### config.mk
export PLATFORM = sky130hd
export DESIGN_NAME = mba_modulo_bitrev_agu
export DESIGN_NICKNAME = d
export VERILOG_FILES = /design/src/shared/mba_pkg.sv /design/src/design/mba_bitrev_add.sv /design/src/design/mba_modulo_bitrev_agu.sv
export SDC_FILE = /design/constraint.sdc
export NUM_CORES = 1
export LEC_CHECK = 0
export BUFFER_PORTS_ARGS = -buffer_cell sky130_fd_sc_hd__buf_4
export CORE_UTILIZATION = 45
export DETAILED_ROUTE_END_ITERATION = 10
export PLACE_DENSITY = 0.73
export REMOVE_ABC_BUFFERS = 1
export SLEW_MARGIN = 20
export SYNTH_ARGS = -nofsm -noshare
export SYNTH_HDL_FRONTEND = slang
export SYNTH_HIERARCHICAL = 1
export SYNTH_SLANG_ARGS = --single-unit
### constraint.sdc
create_clock -name clk_sys -period 15.2 [get_ports clk_sys]
set_clock_uncertainty 0.15 [all_clocks]
set_input_delay 2.28 -clock clk_sys [delete_from_list [all_inputs] [get_ports clk_sys]]
set_output_delay 2.28 -clock clk_sys [all_outputs]
set_load 0.1 [all_outputs]
### src/shared/mba_pkg.sv
/*
  Constants and types for the modulo / bit-reversed address generator.
  Assumes a 16-bit data space and a 32-bit AHB-Lite register window.
*/
`default_nettype none

package mba_pkg;

  ////////////////////////////////////////////////////////////////////////////
  // Widths
  localparam int ADDR_W  = 16;
  localparam int SEL_W   = 4;
  localparam int PIVOT_W = 15;
  localparam int OFS_W   = 8;

  ////////////////////////////////////////////////////////////////////////////
  // Register byte offsets
  localparam logic [7:0] OFS_MODCTL   = 8'h00;
  localparam logic [7:0] OFS_BRCTL    = 8'h04;
  localparam logic [7:0] OFS_MODSTART = 8'h08;
  localparam logic [7:0] OFS_MODEND   = 8'h0C;
  localparam logic [7:0] OFS_STATUS   = 8'h10;

  ////////////////////////////////////////////////////////////////////////////
  // Field positions
  localparam int MODEN_BIT  = 15;
  localparam int BRSEL_LSB  = 8;
  localparam int MODSEL_LSB = 0;
  localparam int BITREV_EN_BIT = 15;
  localparam int STAT_WRAP  = 16;
  localparam int STAT_BREV  = 17;

  ////////////////////////////////////////////////////////////////////////////
  // Masks and reset values
  localparam logic [15:0] MODCTL_MASK  = 16'h8F0F;
  localparam logic [15:0] MODCTL_RST   = 16'h0F00;
  localparam logic [15:0] BRCTL_RST    = 16'h0000;
  localparam logic [15:0] MODSTART_RST = 16'h0000;
  localparam logic [15:0] MODEND_RST   = 16'hFFFF;
  localparam logic [3:0]  STACK_SEL    = 4'hF;
  localparam logic [2:0]  HSIZE_WORD   = 3'h2;

  ////////////////////////////////////////////////////////////////////////////
  // Pointer steps in bytes
  localparam logic [15:0] STEP_BYTE = 16'h0001;
  localparam logic [15:0] STEP_WORD = 16'h0002;

  ////////////////////////////////////////////////////////////////////////////
  // Addressing modes offered by the pipeline
  typedef enum logic [2:0] {
    MODE_IND,
    MODE_POSTINC,
    MODE_POSTDEC,
    MODE_PREINC,
    MODE_PREDEC,
    MODE_REGOFS
  } mba_mode_t;

endpackage : mba_pkg

`default_nettype wire

### src/design/mba_bitrev_add.sv
/*
  Reverse-carry adder: adds two words with the carry running from the
  most significant bit towards the least.
  Assumes the caller aligns the buffer so the wrap stays inside it.
*/
`timescale 1ns/10ps
`default_nettype none

module mba_bitrev_add #(
  parameter int W = 15
) (
  // Operands
  input  wire logic [W-1:0] base,
  input  wire logic [W-1:0] pivot,
  // Result
  output logic      [W-1:0] sum
);

  logic [W-1:0] baseRev;
  logic [W-1:0] pivotRev;
  logic [W-1:0] sumRev;

  ////////////////////////////////////////////////////////////////////////////
  // Mirror, add, mirror back
  for (genvar i = 0; i < W; i++) begin : g_rev
    assign baseRev[i]  = base[W-1-i];
    assign pivotRev[i] = pivot[W-1-i];
    assign sum[i]      = sumRev[W-1-i];
  end

  // Carry out of the top drops on purpose: that is the wrap
  assign sumRev = W'(baseRev + pivotRev);

endmodule : mba_bitrev_add

`default_nettype wire

### src/design/mba_modulo_bitrev_agu.sv
/*
  Effective-address generator with modulo and bit-reversed correction,
  plus an AHB-Lite register slave for its control registers.
  Assumes the pipeline supplies pointer contents and writes back the
  returned value itself; one request per cycle at most.
*/
`timescale 1ns/10ps
`default_nettype none

module mba_modulo_bitrev_agu (
  // Clock and reset
  input  wire logic              clk_sys,
  input  wire logic              reset,
  // AHB-Lite slave
  input  wire logic              hsel,
  input  wire logic [31:0]       haddr,
  input  wire logic [1:0]        htrans,
  input  wire logic              hwrite,
  input  wire logic [2:0]        hsize,
  input  wire logic [31:0]       hwdata,
  input  wire logic              hready,
  output logic                   hreadyout,
  output logic      [31:0]       hrdata,
  output logic                   hresp,
  // Address request from the pipeline
  input  wire logic              reqValid,
  input  wire logic [3:0]        reqPtrSel,
  input  wire mba_pkg::mba_mode_t reqMode,
  input  wire logic              reqByte,
  input  wire logic              reqWrite,
  input  wire logic [15:0]       reqPtr,
  input  wire logic [15:0]       reqOffset,
  // Address result to the pipeline
  output logic                   eaValid,
  output logic      [15:0]       effAddr,
  output logic                   wbEn,
  output logic      [3:0]        wbSel,
  output logic      [15:0]       wbData,
  output logic                   bitrevActive,
  output logic                   moduloWrapped
);

  ////////////////////////////////////////////////////////////////////////////
  // Register state
  logic [15:0] modulo_control_reg_r;
  logic [15:0] modulo_control_reg_nxt;
  logic [15:0] bitrev_control_reg_r;
  logic [15:0] bitrev_control_reg_nxt;
  logic [15:0] modStart_r;
  logic [15:0] modStart_nxt;
  logic [15:0] modEnd_r;
  logic [15:0] modEnd_nxt;
  logic [17:0] status_r;
  logic        wrPend_r;
  logic [7:0]  wrAddr_r;
  logic        hreadyout_r;
  logic [31:0] hrdata_r;
  logic        hresp_r;

  logic        busAccept;
  logic [31:0] readValue;

  ////////////////////////////////////////////////////////////////////////////
  // AHB-Lite address phase; zero wait states, always OKAY
  assign busAccept = hsel && htrans[1] && hready;

  always_ff @(posedge clk_sys) begin
    if (reset) begin
      wrPend_r <= 1'b0;
      wrAddr_r <= 8'h00;
    end else begin
      wrPend_r <= busAccept && hwrite && (hsize == mba_pkg::HSIZE_WORD);
      wrAddr_r <= haddr[7:0];
    end
  end

  always_ff @(posedge clk_sys) begin
    if (reset) begin
      hreadyout_r <= 1'b0;
      hresp_r     <= 1'b0;
    end else begin
      hreadyout_r <= 1'b1;
      hresp_r     <= 1'b0;
    end
  end

  ////////////////////////////////////////////////////////////////////////////
  // Data-phase writes; next values also feed reads for forwarding
  always_comb begin
    modulo_control_reg_nxt = modulo_control_reg_r;
    bitrev_control_reg_nxt = bitrev_control_reg_r;
    modStart_nxt           = modStart_r;
    modEnd_nxt             = modEnd_r;
    if (wrPend_r) begin
      unique case (wrAddr_r)
        mba_pkg::OFS_MODCTL:
          modulo_control_reg_nxt = hwdata[15:0] & mba_pkg::MODCTL_MASK;
        mba_pkg::OFS_BRCTL:
          bitrev_control_reg_nxt = hwdata[15:0];
        mba_pkg::OFS_MODSTART:
          modStart_nxt = hwdata[15:0];
        mba_pkg::OFS_MODEND:
          modEnd_nxt = hwdata[15:0];
        default: ;
      endcase
    end
  end

  // New control values steer requests from the cycle after the data phase
  always_ff @(posedge clk_sys) begin
    if (reset) begin
      modulo_control_reg_r <= mba_pkg::MODCTL_RST;
      bitrev_control_reg_r <= mba_pkg::BRCTL_RST;
      modStart_r           <= mba_pkg::MODSTART_RST;
      modEnd_r             <= mba_pkg::MODEND_RST;
    end else begin
      modulo_control_reg_r <= modulo_control_reg_nxt;
      bitrev_control_reg_r <= bitrev_control_reg_nxt;
      modStart_r           <= modStart_nxt;
      modEnd_r             <= modEnd_nxt;
    end
  end

  always_comb begin
    readValue = 32'h0000_0000;
    unique case (haddr[7:0])
      mba_pkg::OFS_MODCTL:   readValue[15:0] = modulo_control_reg_nxt;
      mba_pkg::OFS_BRCTL:    readValue[15:0] = bitrev_control_reg_nxt;
      mba_pkg::OFS_MODSTART: readValue[15:0] = modStart_nxt;
      mba_pkg::OFS_MODEND:   readValue[15:0] = modEnd_nxt;
      mba_pkg::OFS_STATUS:   readValue[17:0] = status_r;
      default: ;
    endcase
  end

  always_ff @(posedge clk_sys) begin
    if (reset) begin
      hrdata_r <= 32'h0000_0000;
    end else if (busAccept && !hwrite) begin
      hrdata_r <= readValue;
    end
  end

  assign hreadyout = hreadyout_r;
  assign hrdata    = hrdata_r;
  assign hresp     = hresp_r;

  ////////////////////////////////////////////////////////////////////////////
  // Control fields
  logic       modEnable;
  logic [3:0] modSel;
  logic [3:0] bitrev_pointer_select;
  logic       bitrev_enable;
  logic [14:0] bitrev_pivot;

  assign modEnable             = modulo_control_reg_r[mba_pkg::MODEN_BIT];
  assign modSel                = modulo_control_reg_r[mba_pkg::MODSEL_LSB +: mba_pkg::SEL_W];
  assign bitrev_pointer_select = modulo_control_reg_r[mba_pkg::BRSEL_LSB +: mba_pkg::SEL_W];
  assign bitrev_enable         = bitrev_control_reg_r[mba_pkg::BITREV_EN_BIT];
  assign bitrev_pivot          = bitrev_control_reg_r[mba_pkg::PIVOT_W-1:0];

  ////////////////////////////////////////////////////////////////////////////
  // Mode qualification
  logic        modOn;
  logic        brOn;
  logic        isInc;
  logic [15:0] step;

  assign modOn = modEnable && (reqPtrSel == modSel);

  assign isInc = (reqMode == mba_pkg::MODE_PREINC) || (reqMode == mba_pkg::MODE_POSTINC);

  // X generator only; writes of words only, stack pointer excluded
  assign brOn = bitrev_enable
             && (bitrev_pointer_select != mba_pkg::STACK_SEL)
             && (reqPtrSel == bitrev_pointer_select)
             && isInc && reqWrite && !reqByte;

  assign step = reqByte ? mba_pkg::STEP_BYTE : mba_pkg::STEP_WORD;

  ////////////////////////////////////////////////////////////////////////////
  // Ordinary arithmetic and modulo wrap
  logic [15:0] target;
  logic        goesDown;
  logic        modifies;
  logic [15:0] modLen;
  logic [15:0] corrected;
  logic        wrapped;

  always_comb begin
    target   = reqPtr;
    goesDown = 1'b0;
    modifies = 1'b1;
    unique case (reqMode)
      mba_pkg::MODE_POSTINC,
      mba_pkg::MODE_PREINC: target = reqPtr + step;
      mba_pkg::MODE_POSTDEC,
      mba_pkg::MODE_PREDEC: begin
        target   = reqPtr - step;
        goesDown = 1'b1;
      end
      mba_pkg::MODE_REGOFS: begin
        target   = reqPtr + reqOffset;
        goesDown = reqOffset[15];
      end
      default: modifies = 1'b0;
    endcase
  end

  assign modLen = 16'(modEnd_r - modStart_r + 16'h0001);

  // Beyond the bound, not only equal, so large steps still fold back
  always_comb begin
    corrected = target;
    wrapped   = 1'b0;
    if (modOn && modifies) begin
      if (!goesDown && (target > modEnd_r)) begin
        corrected = target - modLen;
        wrapped   = 1'b1;
      end else if (goesDown && (target < modStart_r)) begin
        corrected = target + modLen;
        wrapped   = 1'b1;
      end
    end
  end

  ////////////////////////////////////////////////////////////////////////////
  // Bit-reversed step on the word index
  logic [14:0] brWordNext;
  logic [15:0] brNext;
  logic [15:0] brBase;

  // Pivot counts words, so it adds at bit 1 of the byte address
  mba_bitrev_add #(
    .W (mba_pkg::PIVOT_W)
  ) u_bitrev_add (
    .base  (reqPtr[15:1]),
    .pivot (bitrev_pivot),
    .sum   (brWordNext)
  );

  assign brNext = {brWordNext, 1'b0};
  assign brBase = {reqPtr[15:1], 1'b0};

  ////////////////////////////////////////////////////////////////////////////
  // Result selection
  logic [15:0] eaCalc;
  logic        wbCalc;
  logic [15:0] wbValCalc;

  always_comb begin
    eaCalc    = reqPtr;
    wbCalc    = 1'b0;
    wbValCalc = reqPtr;
    if (brOn) begin
      // Step of the mode is dropped in favour of the pivot
      eaCalc    = (reqMode == mba_pkg::MODE_PREINC) ? brNext : brBase;
      wbCalc    = 1'b1;
      wbValCalc = brNext;
    end else begin
      unique case (reqMode)
        mba_pkg::MODE_POSTINC,
        mba_pkg::MODE_POSTDEC: begin
          eaCalc    = reqPtr;
          wbCalc    = 1'b1;
          wbValCalc = corrected;
        end
        mba_pkg::MODE_PREINC,
        mba_pkg::MODE_PREDEC: begin
          eaCalc    = corrected;
          wbCalc    = 1'b1;
          wbValCalc = corrected;
        end
        mba_pkg::MODE_REGOFS: begin
          eaCalc = corrected;
          wbCalc = 1'b0;
        end
        default: begin
          eaCalc = reqPtr;
          wbCalc = 1'b0;
        end
      endcase
    end
  end

  ////////////////////////////////////////////////////////////////////////////
  // Registered answer to the pipeline
  always_ff @(posedge clk_sys) begin
    if (reset) begin
      eaValid       <= 1'b0;
      effAddr       <= 16'h0000;
      wbEn          <= 1'b0;
      wbSel         <= 4'h0;
      wbData        <= 16'h0000;
      bitrevActive  <= 1'b0;
      moduloWrapped <= 1'b0;
    end else begin
      eaValid <= reqValid;
      wbEn    <= reqValid && wbCalc;
      if (reqValid) begin
        effAddr       <= eaCalc;
        wbSel         <= reqPtrSel;
        wbData        <= wbValCalc;
        bitrevActive  <= brOn;
        moduloWrapped <= wrapped && !brOn;
      end
    end
  end

  // Last request seen, for software to inspect
  always_ff @(posedge clk_sys) begin
    if (reset) begin
      status_r <= 18'h00000;
    end else if (reqValid) begin
      status_r <= {brOn, wrapped && !brOn, eaCalc};
    end
  end

endmodule : mba_modulo_bitrev_agu

`default_nettype wire

==> qor.txt <==
Outcome = finished clean
Die W = 159 um
Startpoint types = input pin
Setup Viol. Count Final = 0
Height of the die = 159 um
Syn Area/Cell = 7.95 um^2
Nets = 1731
EDFF count, synth = 0
HP Class = flip-flop to flip-flop
WP data required = 15.38 ns
Register bit total from synthesis = 132
Starting Density = 46.4%
Max Root-Sink Buffers = 2
WP buf/inv = 2
Area Growth Syn to Fin = 16.5%
Mapped Area = 11000 um^2
H-tree depth = 4
Num rows = 56
Router iterations before antenna repair = 6
Fin crit share = 56.0%
Max transition margin = 23.2%
Top-count cell post-synth = nor2_1
Number of global-route vias before repair = 10144
Period minus WS final = 8.51 ns
CP top delay family = compound AO/OA/AOI/OAI gates
Slew Limit Fails = 0
Worst-path clk slew = 0.06 ns
Via count = 11108
Max VDD drop = 0.000103 V
Top cells by area, synth = dfxtp_1, ha_1, mux2i_1, nor2_1, nand2_1
Crit path DAT = 8.69 ns
Seq/Total Area, Yosys = 24.0%
Clk_lat worst skew = 0.42 ns
Port Buffers = 133
Hold Slack = 0.307 ns
Post-CTS Resized = 0
Worst-margin pin slew = 1.14 ns
Antenna violations before repair = 0
Most frequent CP cell = o21ai_0
CTS tree = built
Routed WL per cell = 20.0 um
Setup TNS after final layout = 0 ns
DRC violations left = 0
Inserted Clock Buffers = 17
Leakage = 0.00591 uW
Synth Instances = 1387
Synth top cells by count = nor2_1, dfxtp_1, ha_1
CTS sink cnt = 132
Register area = 2640 um^2
RSZ-0062 raised after global routing = false
CP Capture Type = flip-flop
Final worst slack = 6.69 ns
Total grt overflow = 0
Largest net degree at the start of global routing = 53
Max-cap violation count = 0
CP peak stage delay = 0.58 ns
Total GRT Usage = 29.0%
Critical path's slowest cell = or2_1
Synth unique cells = 83
CP Class = input pin to flip-flop
Area of the multi-input gates = 7770 um^2
# diodes = 0
Core ar. = 23800 um^2
Layout cells sized above 1 = 15.2%
Final hold vios = 0
Post-DP HPWL = 28.3 mm
CP Max Fanout = 15
Pwr Density = 93.2 nW/um^2
Postcts setup bufs = 0
Pre-CTS setup slack = 6.47 ns
I/O pin total = 190
Primary FF master, synth = dfxtp_1
Total die area = 25100 um^2
Initial DRC count = 962
CTS root buf = clkbuf_16
Ys async rst share = 0%
GP Congestion = 0.965
Post-CTS Hold Buffers = 0
Yosys top cell by area = dfxtp_1
Fillers = 2162
Synth top area share = 24.0%
First-pass GRT wire length = 55.6 mm
Final WL = 36.5 mm
DR vias/cell = 6.10
Remaining antenna violation count = 0
Synth warnings = 6
F_max = 118 MHz
registers in the layout, summed over array words and instances, names as in the netlist:
| register | count |
|---|---|
| wbData | 16 |
| hreadyout | 1 |
| hrdata | 18 |
| wbEn | 1 |
| eaValid | 1 |
| effAddr | 15 |
| wrPend_r | 1 |
| modEnd_r | 16 |
| status_r | 2 |
| bitrevActive | 1 |
| modStart_r | 16 |
| wbSel | 4 |
| wrAddr_r | 8 |
| bitrev_control_reg_r | 16 |
| modulo_control_reg_r | 16 |
placed cells by master, fill, tap and decap left out, types with 20 or more instances in the layout:
cell / count
nand2_1: 114
mux2i_1: 65
a21oi_1: 74
o22ai_1: 20
nand3_1: 31
nor2b_1: 32
a211oi_1: 22
buf_4: 148
xor2_1: 22
xnor2_1: 30
dfxtp_1: 132
o21ai_0: 81
a21o_1: 28
a22oi_1: 20
nor3_1: 27
and2_1: 23
nor2_1: 138
inv_1: 77
ha_1: 119
per-stage QoR:
stage | std cells | power, uW | area (um^2) | util [%]
2_1_floorplan | 1323 | 635 | 10700 | -
3_3_place_gp | 1790 | 750 | 12200 | 51.4
3_5_place_dp | 1790 | 756 | 12200 | 51.4
4_1_cts | 1821 | 1190 | 12800 | 54.0
5_1_grt | 1822 | 1240 | 12800 | 54.1
6_report | 1822 | 1200 | 12800 | 54.1
power breakdown:
part | switching [uW] | leakage, uW | internal [uW] | total (uW)
Sequential | 10.8 | 0.00107 | 356 | 367
Clock | 163 | 0.000304 | 276 | 439
Combinational | 263 | 0.00453 | 128 | 392
layer usage:
metal	up-vias	GRT usage, %	share of wire, %	wire length (um)
met3	100	5.93	8.6	3150
met4	0	14.7	4.6	1690
met1	5246	37.4	42	15400
met2	526	45.7	45	16300
li1	5236	-	-	-
met5	-	0	0	0
cells by family after synthesis:
group	synth area share, %
adder cells (fa/ha/maj)	14.4
XOR/XNOR	4.13
multiplexers	6.92
flip-flops	24.0
AND/OR/NAND/NOR	19.5
other	0.0340
buffers and inverters	6.18
AO/OA/AOI/OAI	24.9
area by class of cell:
class | instances | share of cell area, %
Multi-Input combinational cell | 1113 | 60.5
Sequential cell | 132 | 20.6
Timing Repair Buffer | 149 | 8.74
Clock buffer | 17 | 3.31
Tap cell | 319 | 3.11
Inverter | 78 | 2.28
Clock inverter | 14 | 1.55
worst paths after layout:
check	slack, ns	cells past startpoint	end	startpoint
worst max-delay path	6.69	27	wbData[1]$_SDFFE_PP0P_	reqMode[2]
worst min-delay path	0.31	2	hrdata[11]$_SDFFE_PP0P_	hrdata[11]$_SDFFE_PP0P_
worst max register to register	9.52	23	wbData[15]$_SDFFE_PP0P_	modStart_r[2]$_SDFF_PP0_
worst min register to register	0.31	2	hrdata[11]$_SDFFE_PP0P_	hrdata[11]$_SDFFE_PP0P_
worst min-delay path, stage by stage, from the launching register on:
cell and delay (ns):
dfxtp_1 0.31, nand2_1 0.05, a21oi_1 0.05
(Power assumes the default switching activity.)
